`src/verilog/mad_pkg.sv`:
```
// Shared constants and types of the motion activity detector.
package mad_pkg;

   localparam int SMP_W   = 12;
   localparam int THR_W   = 11;
   localparam int ATIME_W = 8;
   localparam int ITIME_W = 16;
   localparam int ADDR_W  = 8;
   localparam int DATA_W  = 32;

   // Register byte offsets.
   localparam logic [ADDR_W-1:0] OFS_STATUS     = 8'h00;
   localparam logic [ADDR_W-1:0] OFS_ACT_THR    = 8'h04;
   localparam logic [ADDR_W-1:0] OFS_ACT_TIME   = 8'h08;
   localparam logic [ADDR_W-1:0] OFS_INACT_THR  = 8'h0C;
   localparam logic [ADDR_W-1:0] OFS_INACT_TIME = 8'h10;
   localparam logic [ADDR_W-1:0] OFS_CTL        = 8'h14;
   localparam logic [ADDR_W-1:0] OFS_PWR        = 8'h18;
   localparam logic [ADDR_W-1:0] OFS_MAP_FIRST  = 8'h1C;
   localparam logic [ADDR_W-1:0] OFS_MAP_SECOND = 8'h20;

   // Status bits.
   localparam int ST_ACT   = 0;
   localparam int ST_INACT = 1;
   localparam int ST_AWAKE = 2;
   localparam int ST_WAKE  = 3;
   localparam int ST_MEAS  = 4;

   // Control bits.
   localparam int CTL_ACT_EN    = 0;
   localparam int CTL_ACT_REF   = 1;
   localparam int CTL_INACT_EN  = 2;
   localparam int CTL_INACT_REF = 3;
   localparam int CTL_LINK_LSB  = 4;
   localparam int CTL_AUTOSLEEP = 6;
   localparam int CTL_W         = 7;

   // Power bits.
   localparam int PWR_MEAS = 0;
   localparam int PWR_WAKE = 1;
   localparam int PWR_W    = 2;

   // Pin map bits: activity, inactivity, awake level.
   localparam int MAP_ACT   = 0;
   localparam int MAP_INACT = 1;
   localparam int MAP_AWAKE = 2;
   localparam int MAP_W     = 3;

   // Link mode encodings; the unused code behaves as default.
   localparam logic [1:0] LINK_DEFAULT = 2'h0;
   localparam logic [1:0] LINK_LINKED  = 2'h1;
   localparam logic [1:0] LINK_LOOP    = 2'h3;

   // Wake-up mode keeps one sample in this many: 100 Hz / 16 is about six per second.
   localparam int WAKE_DECIM = 16;

   typedef struct packed {
      logic signed [SMP_W-1:0] x;
      logic signed [SMP_W-1:0] y;
      logic signed [SMP_W-1:0] z;
   } mad_sample_t;

endpackage

```
`src/verilog/mad_axis_cmp.sv`:
```
// Per-axis threshold comparison for activity and inactivity.
`timescale 1ns/100ps
`default_nettype none
module mad_axis_cmp (
   // Sample and reference
   input  wire mad_pkg::mad_sample_t   smp_i,
   input  wire mad_pkg::mad_sample_t   ref_i,
   // Configuration
   input  wire logic [mad_pkg::THR_W-1:0] act_thr_i,
   input  wire logic                      act_ref_i,
   input  wire logic [mad_pkg::THR_W-1:0] inact_thr_i,
   input  wire logic                      inact_ref_i,
   // Results
   output logic                           act_hit_o,
   output logic                           inact_hit_o
);
   import mad_pkg::*;

   // Magnitude of a sample, optionally taken against the reference.
   function automatic logic [SMP_W:0] mag(input logic signed [SMP_W-1:0] a,
                                          input logic signed [SMP_W-1:0] r,
                                          input logic                    use_ref);
      logic signed [SMP_W:0] d;
      d = use_ref ? ($signed({a[SMP_W-1], a}) - $signed({r[SMP_W-1], r}))
                  : $signed({a[SMP_W-1], a});
      mag = d[SMP_W] ? (SMP_W+1)'(-d) : (SMP_W+1)'(d);
   endfunction

   logic [SMP_W:0] act_thr_w;
   logic [SMP_W:0] inact_thr_w;

   always_comb begin
      act_thr_w   = {2'h0, act_thr_i};
      inact_thr_w = {2'h0, inact_thr_i};
      // Any axis above gives activity; all axes below give inactivity.
      act_hit_o   = (mag(smp_i.x, ref_i.x, act_ref_i) > act_thr_w)
                  | (mag(smp_i.y, ref_i.y, act_ref_i) > act_thr_w)
                  | (mag(smp_i.z, ref_i.z, act_ref_i) > act_thr_w);
      inact_hit_o = (mag(smp_i.x, ref_i.x, inact_ref_i) < inact_thr_w)
                  & (mag(smp_i.y, ref_i.y, inact_ref_i) < inact_thr_w)
                  & (mag(smp_i.z, ref_i.z, inact_ref_i) < inact_thr_w);
   end
endmodule
`default_nettype wire

```
`src/verilog/mad_run_timer.sv`:
```
// Counter of uninterrupted runs of qualifying samples.
`timescale 1ns/100ps
`default_nettype none
module mad_run_timer #(
   parameter int W = 16
) (
   // Clock and reset
   input  wire logic         clk_i,
   input  wire logic         rst_i,
   // Sample stream
   input  wire logic         step_i,
   input  wire logic         qual_i,
   input  wire logic         clear_i,
   input  wire logic [W-1:0] limit_i,
   // Result
   output logic              hit_o
);
   typedef struct packed {
      logic [W-1:0] cnt;
   } mad_tmr_state_t;

   mad_tmr_state_t st_r;
   mad_tmr_state_t st_nxt;
   logic [W:0]     run_len;

   always_comb begin
      st_nxt  = st_r;
      run_len = {1'b0, st_r.cnt} + {{W{1'b0}}, 1'b1};
      // A limit of zero or one means a single sample; no shorter run ever fires.
      hit_o   = step_i & qual_i & (run_len >= {1'b0, limit_i});
      if (clear_i) begin
         st_nxt.cnt = '0;
      end else if (step_i) begin
         if (!qual_i || hit_o) begin
            st_nxt.cnt = '0;
         end else begin
            st_nxt.cnt = run_len[W-1:0];
         end
      end
   end

   always_ff @(posedge clk_i) begin
      if (rst_i) begin
         st_r <= '0;
      end else begin
         st_r <= st_nxt;
      end
   end
endmodule
`default_nettype wire

```
`src/verilog/mad_detector.sv`:
```
// Activity and inactivity detection with linking, autosleep and register port.
`timescale 1ns/100ps
`default_nettype none
// Function
// - Activity fires only after samples stay above threshold for the activity time.
// - Absolute activity compares each sample directly with the threshold.
// - Referenced activity compares sample minus stored reference with the threshold.
// - Reference captured on enable, on either event when linked or looped, on activity otherwise.
// - Software sets activity threshold and time, one sample up to 255 samples.
// - Activity timer only in measurement mode; wake-up mode uses one sample.
// - Inactivity fires below threshold for the inactivity time, absolute or referenced.
// - Absolute inactivity needs the programmed count of consecutive samples below threshold.
// - Referenced inactivity uses sample minus reference below the threshold.
// - Inactivity time counts one up to 65535 samples.
// - Inactivity never reported before the whole configured period stays stationary.
// - Default mode keeps both detectors on; each event waits until host reads it.
// - Linked mode runs only one detector, alternating after each event.
// - Linked mode does not arm the next detection until host services the current.
// - Loop mode alternates like linked mode without waiting for the host.
// - Autosleep in linked or loop mode enters wake-up on inactivity, leaves on activity.
// - Autosleep is ignored in default mode.
// - Awake flag sets on activity and clears on inactivity.
// - Awake flag can be routed to either interrupt pin as a level.
// - Each event is recorded in status and can drive an interrupt pin.
// - Detection runs in measurement mode and in wake-up mode.
// - Wake-up mode takes only about six samples per second.
// - Standby keeps pending flags and raises no new interrupts.
module mad_detector #(
   parameter int WAKE_DIV = mad_pkg::WAKE_DECIM
) (
   // Clock and reset
   input  wire logic                         clk_i,
   input  wire logic                         rst_i,
   // Sample stream
   input  wire mad_pkg::mad_sample_t         sample_i,
   input  wire logic                         sample_valid_i,
   // Register port
   input  wire logic [mad_pkg::ADDR_W-1:0]   reg_addr_i,
   input  wire logic [mad_pkg::DATA_W-1:0]   reg_wdata_i,
   input  wire logic                         reg_wr_i,
   input  wire logic                         reg_rd_i,
   output logic [mad_pkg::DATA_W-1:0]        reg_rdata_o,
   // Pins and status
   output logic                              irq_pin_first_o,
   output logic                              irq_pin_second_o,
   output logic                              awake_o,
   output logic                              wake_mode_o,
   output logic                              measuring_o
);
   import mad_pkg::*;

   // Wake-up decimation counter width and its wrap value.
   localparam int DEC_W = (WAKE_DIV > 1) ? $clog2(WAKE_DIV) : 1;
   localparam logic [DEC_W-1:0] DEC_LAST = DEC_W'(WAKE_DIV - 1);
   localparam logic [ATIME_W-1:0] ONE_SAMPLE = 8'h01;

   // All state of the detector except the two run timers, registered as one word.
   typedef struct packed {
      logic [THR_W-1:0]   act_thr;
      logic [ATIME_W-1:0] act_time;
      logic [THR_W-1:0]   inact_thr;
      logic [ITIME_W-1:0] inact_time;
      logic [CTL_W-1:0]   ctl;
      logic [PWR_W-1:0]   pwr;
      logic [MAP_W-1:0]   map_first;
      logic [MAP_W-1:0]   map_second;
      logic               ev_act;
      logic               ev_inact;
      logic               awake;
      logic               ref_pend;
      logic               act_live;
      mad_sample_t        ref_smp;
      logic [DEC_W-1:0]   dec_cnt;
      logic [DATA_W-1:0]  rdata;
      logic               irq_first;
      logic               irq_second;
   } mad_state_t;

   // Pin level from a map and the three sources.
   function automatic logic pin_level(input logic [MAP_W-1:0] map,
                                      input logic             act,
                                      input logic             inact,
                                      input logic             awk);
      pin_level = (map[MAP_ACT] & act) | (map[MAP_INACT] & inact) | (map[MAP_AWAKE] & awk);
   endfunction

   mad_state_t st_r;
   mad_state_t st_nxt;

   logic [1:0]         link;
   logic               linked_any;
   logic               auto_on;
   logic               meas_on;
   logic               wake_mode;
   logic               act_en;
   logic               inact_en;

   logic               take;
   logic               eval;
   logic               act_arm;
   logic               inact_arm;

   logic               act_q;
   logic               inact_q;
   logic               act_hit;
   logic               inact_hit;
   logic               act_fire;
   logic               inact_fire;

   logic               act_live_now;
   logic               rd_status;
   logic [ATIME_W-1:0] act_limit;
   logic [DATA_W-1:0]  rd_word;

   mad_axis_cmp u_cmp (
      .smp_i       (sample_i),
      .ref_i       (st_r.ref_smp),
      .act_thr_i   (st_r.act_thr),
      .act_ref_i   (st_r.ctl[CTL_ACT_REF]),
      .inact_thr_i (st_r.inact_thr),
      .inact_ref_i (st_r.ctl[CTL_INACT_REF]),
      .act_hit_o   (act_q),
      .inact_hit_o (inact_q)
   );

   mad_run_timer #(.W(ATIME_W)) u_act_tmr (
      .clk_i   (clk_i),
      .rst_i   (rst_i),
      .step_i  (eval & act_arm),
      .qual_i  (act_q),
      .clear_i (!act_arm),
      .limit_i (act_limit),
      .hit_o   (act_hit)
   );

   mad_run_timer #(.W(ITIME_W)) u_inact_tmr (
      .clk_i   (clk_i),
      .rst_i   (rst_i),
      .step_i  (eval & inact_arm),
      .qual_i  (inact_q),
      .clear_i (!inact_arm),
      .limit_i (st_r.inact_time),
      .hit_o   (inact_hit)
   );

   always_comb begin
      link       = st_r.ctl[CTL_LINK_LSB +: 2];
      linked_any = (link == LINK_LINKED) || (link == LINK_LOOP);
      // Autosleep only counts when the detectors are linked or looped.
      auto_on    = linked_any & st_r.ctl[CTL_AUTOSLEEP];
      meas_on    = st_r.pwr[PWR_MEAS];
      // Autosleep sleeps while not awake and measures while awake.
      wake_mode  = meas_on & (auto_on ? !st_r.awake : st_r.pwr[PWR_WAKE]);
      act_en     = st_r.ctl[CTL_ACT_EN];
      inact_en   = st_r.ctl[CTL_INACT_EN];

      // Standby takes no samples, so no event can arise there.
      take = sample_valid_i & meas_on & (!wake_mode || (st_r.dec_cnt == '0));
      // The first sample after a reference request becomes the reference.
      eval = take & !st_r.ref_pend;

      // Arming picks which detector may count in this cycle.
      case (link)
         LINK_LINKED: begin
            // One detector at a time, and only after the host cleared both events.
            act_arm   = act_en & !st_r.awake & !st_r.ev_act & !st_r.ev_inact;
            inact_arm = inact_en & st_r.awake & !st_r.ev_act & !st_r.ev_inact;
         end
         LINK_LOOP: begin
            act_arm   = act_en & !st_r.awake;
            inact_arm = inact_en & st_r.awake;
         end
         default: begin
            // Both run; a pending event is not raised again until read.
            act_arm   = act_en & !st_r.ev_act;
            inact_arm = inact_en & !st_r.ev_inact;
         end
      endcase

      // Wake-up mode declares activity on one sample.
      act_limit  = wake_mode ? ONE_SAMPLE : st_r.act_time;
      act_fire   = act_hit;
      inact_fire = inact_hit;

      act_live_now = act_en & meas_on;
      rd_status    = reg_rd_i & (reg_addr_i == OFS_STATUS);

      // Unmapped addresses read as zero.
      rd_word = '0;
      case (reg_addr_i)
         OFS_STATUS: begin
            rd_word[ST_ACT]   = st_r.ev_act;
            rd_word[ST_INACT] = st_r.ev_inact;
            rd_word[ST_AWAKE] = st_r.awake;
            rd_word[ST_WAKE]  = wake_mode;
            rd_word[ST_MEAS]  = meas_on;
         end
         OFS_ACT_THR: begin
            rd_word[THR_W-1:0] = st_r.act_thr;
         end
         OFS_ACT_TIME: begin
            rd_word[ATIME_W-1:0] = st_r.act_time;
         end
         OFS_INACT_THR: begin
            rd_word[THR_W-1:0] = st_r.inact_thr;
         end
         OFS_INACT_TIME: begin
            rd_word[ITIME_W-1:0] = st_r.inact_time;
         end
         OFS_CTL: begin
            rd_word[CTL_W-1:0] = st_r.ctl;
         end
         OFS_PWR: begin
            rd_word[PWR_W-1:0] = st_r.pwr;
         end
         OFS_MAP_FIRST: begin
            rd_word[MAP_W-1:0] = st_r.map_first;
         end
         OFS_MAP_SECOND: begin
            rd_word[MAP_W-1:0] = st_r.map_second;
         end
         default: begin
            rd_word = '0;
         end
      endcase

      st_nxt = st_r;

      // Writes to status or unmapped addresses are dropped.
      if (reg_wr_i) begin
         case (reg_addr_i)
            OFS_ACT_THR: begin
               st_nxt.act_thr = reg_wdata_i[THR_W-1:0];
            end
            OFS_ACT_TIME: begin
               st_nxt.act_time = reg_wdata_i[ATIME_W-1:0];
            end
            OFS_INACT_THR: begin
               st_nxt.inact_thr = reg_wdata_i[THR_W-1:0];
            end
            OFS_INACT_TIME: begin
               st_nxt.inact_time = reg_wdata_i[ITIME_W-1:0];
            end
            OFS_CTL: begin
               st_nxt.ctl = reg_wdata_i[CTL_W-1:0];
            end
            OFS_PWR: begin
               st_nxt.pwr = reg_wdata_i[PWR_W-1:0];
            end
            OFS_MAP_FIRST: begin
               st_nxt.map_first = reg_wdata_i[MAP_W-1:0];
            end
            OFS_MAP_SECOND: begin
               st_nxt.map_second = reg_wdata_i[MAP_W-1:0];
            end
            default: begin
               st_nxt.ctl = st_r.ctl;
            end
         endcase
      end

      // Read data stands only in the cycle after the read strobe.
      st_nxt.rdata = reg_rd_i ? rd_word : '0;

      // Decimation runs only in wake-up mode; it restarts on the way in.
      if (!wake_mode) begin
         st_nxt.dec_cnt = '0;
      end else if (sample_valid_i) begin
         st_nxt.dec_cnt = (st_r.dec_cnt == DEC_LAST) ? '0 : st_r.dec_cnt + 1'b1;
      end

      // Reading status clears both events; an event of the same cycle wins.
      if (rd_status) begin
         st_nxt.ev_act   = 1'b0;
         st_nxt.ev_inact = 1'b0;
      end
      if (act_fire) begin
         st_nxt.ev_act = 1'b1;
         st_nxt.awake  = 1'b1;
      end
      if (inact_fire) begin
         st_nxt.ev_inact = 1'b1;
         st_nxt.awake    = 1'b0;
      end
      // Loop mode clears the opposite event itself so no host service is needed.
      if (link == LINK_LOOP) begin
         if (act_fire) begin
            st_nxt.ev_inact = 1'b0;
         end
         if (inact_fire) begin
            st_nxt.ev_act = 1'b0;
         end
      end

      // New reference on turn-on, after activity, and after inactivity too when linked or looped.
      st_nxt.act_live = act_live_now;
      if (act_live_now && !st_r.act_live) begin
         st_nxt.ref_pend = 1'b1;
      end else if (linked_any && (inact_fire || act_fire)) begin
         st_nxt.ref_pend = 1'b1;
      end else if (!linked_any && act_fire) begin
         st_nxt.ref_pend = 1'b1;
      end else if (take && st_r.ref_pend) begin
         st_nxt.ref_pend = 1'b0;
         st_nxt.ref_smp  = sample_i;
      end

      // Pins follow the events and the awake level after one register stage.
      st_nxt.irq_first  = pin_level(st_r.map_first, st_r.ev_act, st_r.ev_inact, st_r.awake);
      st_nxt.irq_second = pin_level(st_r.map_second, st_r.ev_act, st_r.ev_inact, st_r.awake);

      // Standby may let a pin fall but never raise it, even after a map write.
      if (!meas_on) begin
         st_nxt.irq_first  = st_nxt.irq_first & st_r.irq_first;
         st_nxt.irq_second = st_nxt.irq_second & st_r.irq_second;
      end
   end

   // Both detectors and measurement start disabled; the host turns them on.
   always_ff @(posedge clk_i) begin
      if (rst_i) begin
         st_r <= '0;
      end else begin
         st_r <= st_nxt;
      end
   end

   // Mode levels decode straight from registers; data and pins are registered.
   always_comb begin
      reg_rdata_o      = st_r.rdata;
      irq_pin_first_o  = st_r.irq_first;
      irq_pin_second_o = st_r.irq_second;
      awake_o          = st_r.awake;
      wake_mode_o      = wake_mode;
      measuring_o      = meas_on;
   end
endmodule
`default_nettype wire

```
`config.mk`:
```
export PLATFORM = sky130hd
export DESIGN_NAME = mad_detector
export DESIGN_NICKNAME = d
export VERILOG_FILES = /design/src/verilog/mad_pkg.sv /design/src/verilog/mad_axis_cmp.sv /design/src/verilog/mad_run_timer.sv /design/src/verilog/mad_detector.sv
export SDC_FILE = /design/constraint.sdc
export NUM_CORES = 1
export LEC_CHECK = 0
export ABC_CLOCK_PERIOD_IN_PS = 5900
export CAP_MARGIN = 20
export CORE_ASPECT_RATIO = 0.9
export CORE_MARGIN = 5
export CORE_UTILIZATION = 55
export DETAILED_ROUTE_END_ITERATION = 8
export DONT_BUFFER_PORTS = 1
export PLACE_DENSITY = 0.73
export REMOVE_ABC_BUFFERS = 1
export SETUP_SLACK_MARGIN = 0.3
export SYNTH_ARGS = -nofsm -noshare
export SYNTH_HDL_FRONTEND = slang
export SYNTH_SLANG_ARGS = --single-unit
```
`constraint.sdc`:
```
create_clock -name clk_i -period 5.9 [get_ports clk_i]
set_input_delay 0.295 -clock clk_i [delete_from_list [all_inputs] [get_ports clk_i]]
set_output_delay 0.295 -clock clk_i [all_outputs]
set_load 0.03 [all_outputs]
```
==> results of run 1 <==
layout by cell type (no fill, tap or decap), types with 21 or more instances in the layout:
cell type,Yosys,layout
a31oi_1,25,23
nor2_1,121,120
nand2_1,271,271
and3_1,21,21
dfxtp_1,148,146
ha_1,133,133
nor3_1,30,30
nor2b_1,26,26
a21oi_1,191,186
mux2i_1,52,52
dlygate4sd3_1,0,55
a21o_1,25,24
nand3_1,57,57
inv_1,92,92
nand2b_1,29,28
xor2_1,35,34
xnor2_1,66,65
o21ai_0,62,61
through the flow:
| step | setup slack, ps | hold slack (ps) | setup TNS (ps) | total power [W] | utilization |
|---|---|---|---|---|---|
| floorplan | -644 | 361 | -8960 | 0.00134 | - |
| global placement | 460 | 379 | 0 | 0.00140 | 0.553 |
| detailed placement | 314 | 382 | 0 | 0.00141 | 0.553 |
| CTS | 328 | 0.0705 | 0 | 0.00268 | 0.605 |
| global route | 226 | 7.14 | 0 | 0.00280 | 0.614 |
| finish | 515 | 9.49 | 0 | 0.00270 | 0.615 |
cell type report:
cell class                 count  area, µm²
multi-input combinational   1384       9170
clock buffer                  17        425
antenna                        1       2.50
fill                        2048       8920
clock inverter                15        233
timing repair buffer          72        706
tap                          302        378
inverter                      92        345
sequential                   148       2970
power breakdown:
part	internal [W]	switching [W]	total, W
Clock	0.000697	0.000534	0.00123
Sequential	0.000999	0.000000597	0.000999
Combinational	0.000200	0.000266	0.000467
flip-flops by register name, summed over array words and instances (netlist names), 2 cells and up:
register	flops
u_act_tmr.st_r	8
link	2
u_inact_tmr.st_r	16
st_r	100
reg_rdata_o	16
layer usage:
metal  GRT usage  wire, µm  part of all wire  up-vias
met4      0.0770      1020             0.028        0
met3      0.0590      3060             0.084       89
met5           0         0                 0        -
met2       0.430     16200              0.44      503
li1            -         -                 -     6000
met1       0.373     16200              0.44     5741
worst paths after layout:
| path | end | cells past startpoint |
|---|---|---|
| worst min-delay path | st_r[136] | 2 |
| worst max register to register | u_act_tmr.st_r[5] | 21 |
| worst min register to register | st_r[69] | 2 |
| worst max-delay path | u_act_tmr.st_r[5] | 21 |
logic make-up after synthesis:
kind of cell    Yosys count  share of synthesized area
compound gates          442                      0.218
other cells               1                   0.000293
fa+ha+maj               137                      0.135
flops                   148                      0.231
buf+inv                 202                     0.0702
mux                      61                     0.0503
xor+xnor                101                     0.0690
simple gates            627                      0.226
worst reg2reg max path, stage by stage (launching register included):
cell,delay (ps)
dfxtp_1,340
ha_1,180
fa_1,210
nand2b_1,190
a211oi_4,100
o211a_1,240
o31a_1,360
a21oi_1,500
o21ai_0,230
ha_1,330
nor2b_1,140
o21a_1,170
o21a_1,170
o21bai_1,120
a21oi_1,90
a211oi_1,410
o221ai_1,210
a31o_2,270
nor4_4,390
buf_4,240
nor3_2,100
a211o_1,310
Yosys cell counts, types with 4 or more instances:
cell type    n  area share
a2111oi_0    4      0.0027
a211o_1      8      0.0055
a211oi_1     7      0.0041
a21o_1      25       0.015
a21oi_1    191       0.075
a22o_1       5      0.0034
a22oi_1     13      0.0076
a311oi_1     5      0.0034
a31o_2       5      0.0034
a31oi_1     25       0.012
and2_1      11      0.0054
and3_1      21       0.010
buf_1       12      0.0035
buf_2        5      0.0020
buf_4       34       0.020
clkbuf_1    58       0.017
dfxtp_1    148        0.23
ha_1       133        0.13
inv_1       92       0.027
mux2_2       7      0.0062
mux2i_1     52       0.041
nand2_1    271       0.079
nand2b_1    29       0.014
nand3_1     57       0.022
nand3b_1     4      0.0023
nand4_1     12      0.0059
nor2_1     121       0.035
nor2b_1     26       0.013
nor3_1      30       0.012
nor3b_1      4      0.0023
nor4_1       8      0.0039
o2111ai_1    6      0.0041
o211a_1      4      0.0031
o211ai_1     8      0.0047
o21a_1      16      0.0094
o21ai_0     62       0.024
o221ai_1     4      0.0027
o22ai_1      6      0.0029
o31a_1       5      0.0034
o31ai_1     11      0.0064
or2_2        9      0.0044
or3_1        9      0.0044
xnor2_1     66       0.045
xor2_1      35       0.024
repair_timing:
| item | in CTS | in global routing |
|---|---|---|
| endpoints found under the hold margin | 107 | 3 |
| endpoints found under the setup margin | 0 | 28 |
| resized for setup | 0 | 34 |
| buffers inserted | 0 | 3 |
| hold buffers | 53 | 3 |
==> results_dict.tcl, run 1 <==
set metrics [dict create \
    status "complete, no violations" \
    die_y_um 155 \
    critPathTopFamily "compound AO/OA/AOI/OAI gates" \
    required_ps 6240 \
    fin_cells 2031 \
    async_reset_ff_frac 0 \
    startpoint_type "register" \
    drt_iter0_markers 1221 \
    htreeDepth 4 \
    synth.avg_cell_area_um2 7.46 \
    timing.final.crit_share 0.913 \
    slew_viol_final 0 \
    r2r_slack_ps 510 \
    synth_area_um2 12800 \
    min_from "reg_wdata_i[7]" \
    crit_slowest_cell "a21oi_1" \
    boundaryPins 118 \
    drcViolationCount 0 \
    start_util 0.554 \
    drive_gt1_frac 0.0660 \
    clk_path_buf_depth 2 \
    yosysUniqueCellTypes 83 \
    placed_area_um2 12800 \
    r2r-start "st_r[50]" \
    cp_num_buf_inv 1 \
    final_cell_area_um2 14200 \
    yosys_warnings 0 \
    worstPathArrival_ps 5720 \
    gr-usage-all-layers 0.271 \
    core_area_um2 23100 \
    antenna_left 0 \
    nNetsFinal 1932 \
    clock_latency_ps 450 \
    rsz0062_at_grt "yes" \
    worst_path_largest_cell_delay_ps 500 \
    grt_start_max_net_pins 108 \
    path_max_fanout 7 \
    overflow 0 \
    hold_viol 0 \
    fmax_ghz 0.186 \
    fin_crit_ps 5390 \
    power_density_nw_per_um2 190 \
    cts_buffers 17 \
    skew_ps 16.1 \
    gp_congestion 0.915 \
    ys_seq_elements 148 \
    hp-class "input port to register" \
    cp_cell_sequence "ha_1 > fa_1 > nand2b_1 > a211oi_4 > o211a_1 > o31a_1 > a21oi_1 > o21ai_0 > ha_1 > nor2b_1 > o21a_1 > o21a_1 > o21bai_1 > a21oi_1 > a211oi_1 > o221ai_1 > a31o_2 > nor4_4 > buf_4 > nor3_2 > a211o_1" \
    via_per_inst 6.07 \
    worstMarginPinSlew_ps 1020 \
    vdd_ir_drop_max_mv 0.151 \
    antenna_found_initial 0 \
    dr.pass1.iters 7 \
    grt_pass1_vias 11458 \
    syn_inst 1719 \
    slew_headroom 0.322 \
    ys_seq_area_frac 0.231 \
    leakage_nw 5.08 \
    route.vias.total 12333 \
    worstSetupPathType "register to register" \
    placedCellCount 1937 \
    drv_cap 0 \
    rows 53 \
    area_delta_synth_final_pct 11.0 \
    cts_sinks 148 \
    cts_tree "done" \
    drt-wirelength-per-cell_um 18.0 \
    setup_viol 0 \
    dieArea_um2 26500 \
    crit_start "st_r[50]" \
    grt_pass1_wl_um 58400 \
    endpoint_kind "register" \
    ys.flop_type "dfxtp_1" \
    clk_pin_slew_worst_paths_ps 80 \
    wl_um 36600 \
    cts_root_buf "clkbuf_16" \
    dpl.hpwl_um 25800 \
    die_x_um 171 \
    port_buffers 0 \
    synth_edf_count 0 \
]
No activity file was read; power rests on OpenSTA's default activity.
==> run 2, diff against run 1 <==
--- a/config.mk
+++ b/config.mk
@@ -7,12 +7,16 @@
 export LEC_CHECK = 0
 export ABC_CLOCK_PERIOD_IN_PS = 5900
 export CAP_MARGIN = 20
+export CELL_PAD_IN_SITES_DETAIL_PLACEMENT = 1
+export CELL_PAD_IN_SITES_GLOBAL_PLACEMENT = 2
 export CORE_ASPECT_RATIO = 0.9
 export CORE_MARGIN = 5
-export CORE_UTILIZATION = 55
+export CORE_UTILIZATION = 34
 export DETAILED_ROUTE_END_ITERATION = 8
 export DONT_BUFFER_PORTS = 1
-export PLACE_DENSITY = 0.73
+export GPL_TIMING_DRIVEN = 1
+export MAX_ROUTING_LAYER = met4
+export PLACE_DENSITY_LB_ADDON = 0.1
 export REMOVE_ABC_BUFFERS = 1
 export SETUP_SLACK_MARGIN = 0.3
 export SYNTH_ARGS = -nofsm -noshare
==> results_dict.tcl, run 2 (synthesized netlist as in run 1, its figures left out) <==
set metrics [dict create \
    grt_pass1_vias 12201 \
    drive_gt1_frac 0.0748 \
    rsz0062_at_grt "no" \
    pwr-share-clk 0.431 \
    holdPathStages 2 \
    drv_cap 0 \
    drt_iter0_markers 579 \
    gr-usage-all-layers 0.215 \
    worstMarginPinSlew_ps 853 \
    core_area_um2 37200 \
    routed-wl-met3_um 1130 \
    die_x_um 215 \
    power_density_nw_per_um2 180 \
    mostFrequentLayoutCell "nand2_1" \
    vdd_ir_drop_max_mv 0.159 \
    hp-class "input port to register" \
    grt_pass1_wl_um 69900 \
    holdPathEnd "st_r[34]" \
    combPwrFrac 0.187 \
    fin_crit_ps 5400 \
    wl_um 44400 \
    area_delta_synth_final_pct 13.6 \
    final_cell_area_um2 14600 \
    dr.pass1.iters 5 \
    ff2ff_path_depth 22 \
    timing.final.crit_share 0.915 \
    route.vias.total 11970 \
    setup_viol 0 \
    nNetsFinal 1944 \
    rows 67 \
    sw_frac_of_total 0.298 \
    antenna_found_initial 1 \
    placed_area_um2 13100 \
    path_max_fanout 4 \
    worst_path_largest_cell_delay_ps 460 \
    status "complete, no violations" \
    gp_congestion 0.837 \
    crit_start "st_r[50]" \
    drt-wirelength-per-cell_um 20.0 \
    via_per_inst 5.39 \
    startpoint_type "register" \
    internal_power_w 0.00184 \
    leakage_nw 5.11 \
    dpl.hpwl_um 32900 \
    clk_path_buf_depth 2 \
    die_y_um 194 \
    boundaryPins 118 \
    drcViolationCount 0 \
    slew_headroom 0.431 \
    seq_power_share 0.382 \
    worstPathArrival_ps 5760 \
    port_buffers 0 \
    r2r_slack_ps 500 \
    r2r_end "st_r[77]" \
    min_from "sample_valid_i" \
    overflow 0 \
    htreeDepth 4 \
    dieArea_um2 41700 \
    worstSetupPathType "register to register" \
    antenna_left 0 \
    largest_reg_flops 100 \
    cts_root_buf "clkbuf_16" \
    required_ps 6260 \
    r2r-start "st_r[50]" \
    grt_start_max_net_pins 108 \
    p_switching_w 0.000779 \
    slew_viol_final 0 \
    wl_met2_um 20600 \
    n_antenna_cell 0 \
    top_layer "met4" \
    cts_tree "done" \
    fmax_ghz 0.185 \
    clock_latency_ps 450 \
    cp_cell_sequence "ha_1 > fa_1 > nand2b_4 > a211oi_4 > nor2_1 > xnor2_2 > mux2i_1 > nor3b_2 > buf_4 > a31oi_1 > xnor2_1 > ha_1 > and3_1 > a31oi_1 > nand4_1 > or4_1 > a311oi_2 > nand4_1 > nor4b_4 > buf_4 > a22oi_1 > a311oi_2" \
    cts_sinks 148 \
    final_core_util 0.391 \
    endpoint_kind "register" \
    start_util 0.344 \
    final_cell_mix "nand2_1 (270), a21oi_1 (186), dfxtp_1 (146), ha_1 (133), nor2_1 (120)" \
    wl_met1_um 22200 \
    clk_pin_slew_worst_paths_ps 70 \
    hold_viol 0 \
    skew_ps 8.73 \
    largest_register "st_r" \
    crit_slowest_cell "or4_1" \
    cts_buffers 17 \
]
-- run 2: power groups by stage --
stage,Sequential [W],Clock (W),Combinational [W]
3_5_place_dp,0.00102,0,0.000412
3_3_place_gp,0.00102,0,0.000400
5_1_grt,0.000999,0.00121,0.000548
6_report,0.00100,0.00113,0.000489
4_1_cts,0.000999,0.00117,0.000472
2_1_floorplan,0.00102,0,0.000317
-- run 2: stage by stage --
stage                     hold slack [ps]  TNS, ps  setup slack [ps]  total power, W  cells
after detailed placement              385        0               203         0.00143   2127
after floorplan                       361    -8960              -644         0.00134   1624
after global routing                 34.1        0               230         0.00276   2222
final                                47.1        0               502         0.00262   2222
after global placement                383        0               372         0.00142   2127
after CTS                            19.0        0               336         0.00264   2216
-- run 2: layout make-up --
type / instances / area (µm²)
Inverter: 92 / 345
Multi-Input combinational cell: 1384 / 9240
Fill cell: 4557 / 22700
Tap cell: 483 / 604
Clock buffer: 20 / 447
Timing Repair Buffer: 84 / 835
Clock inverter: 11 / 128
Sequential cell: 148 / 2970
-- run 2: worst max path at each step --
stage                           end  slack, ps  cells after the start
6_report                   st_r[77]        500                     22
5_1_grt                    st_r[77]        230                     22
4_1_cts           u_act_tmr.st_r[6]        340                     22
3_5_place_dp   u_inact_tmr.st_r[12]        200                     23
3_3_place_gp    u_inact_tmr.st_r[9]        370                     23
2_1_floorplan              st_r[77]       -640                     16
-- run 2: metal layers --
layer  vias to the layer above  global-route usage
met5                         -                   -
met4                         0              0.0360
met3                        22              0.0323
met2                       139               0.350
met1                      5790               0.291
li1                       6019                   -
-- run 2: timing repair --
item | CTS | global route
setup endpoints to repair | 19 | 28
resized for setup | 2 | 38
endpoints found under the hold margin | 107 | 0
pin swaps | 0 | 17
hold buffers | 58 | 0
buffers inserted | 0 | 5
-- run 2: worst max-delay path: cells and delay by family (launching register included) --
kind | cells | cell delay, ps
muxes | 1 | 200
xor gates and xnor gates | 2 | 460
AOI/OAI and AO/OA | 6 | 1150
DFF | 1 | 320
adders and majority gates | 3 | 930
and+or+nand+nor | 8 | 1900
buffers and inverters | 2 | 360
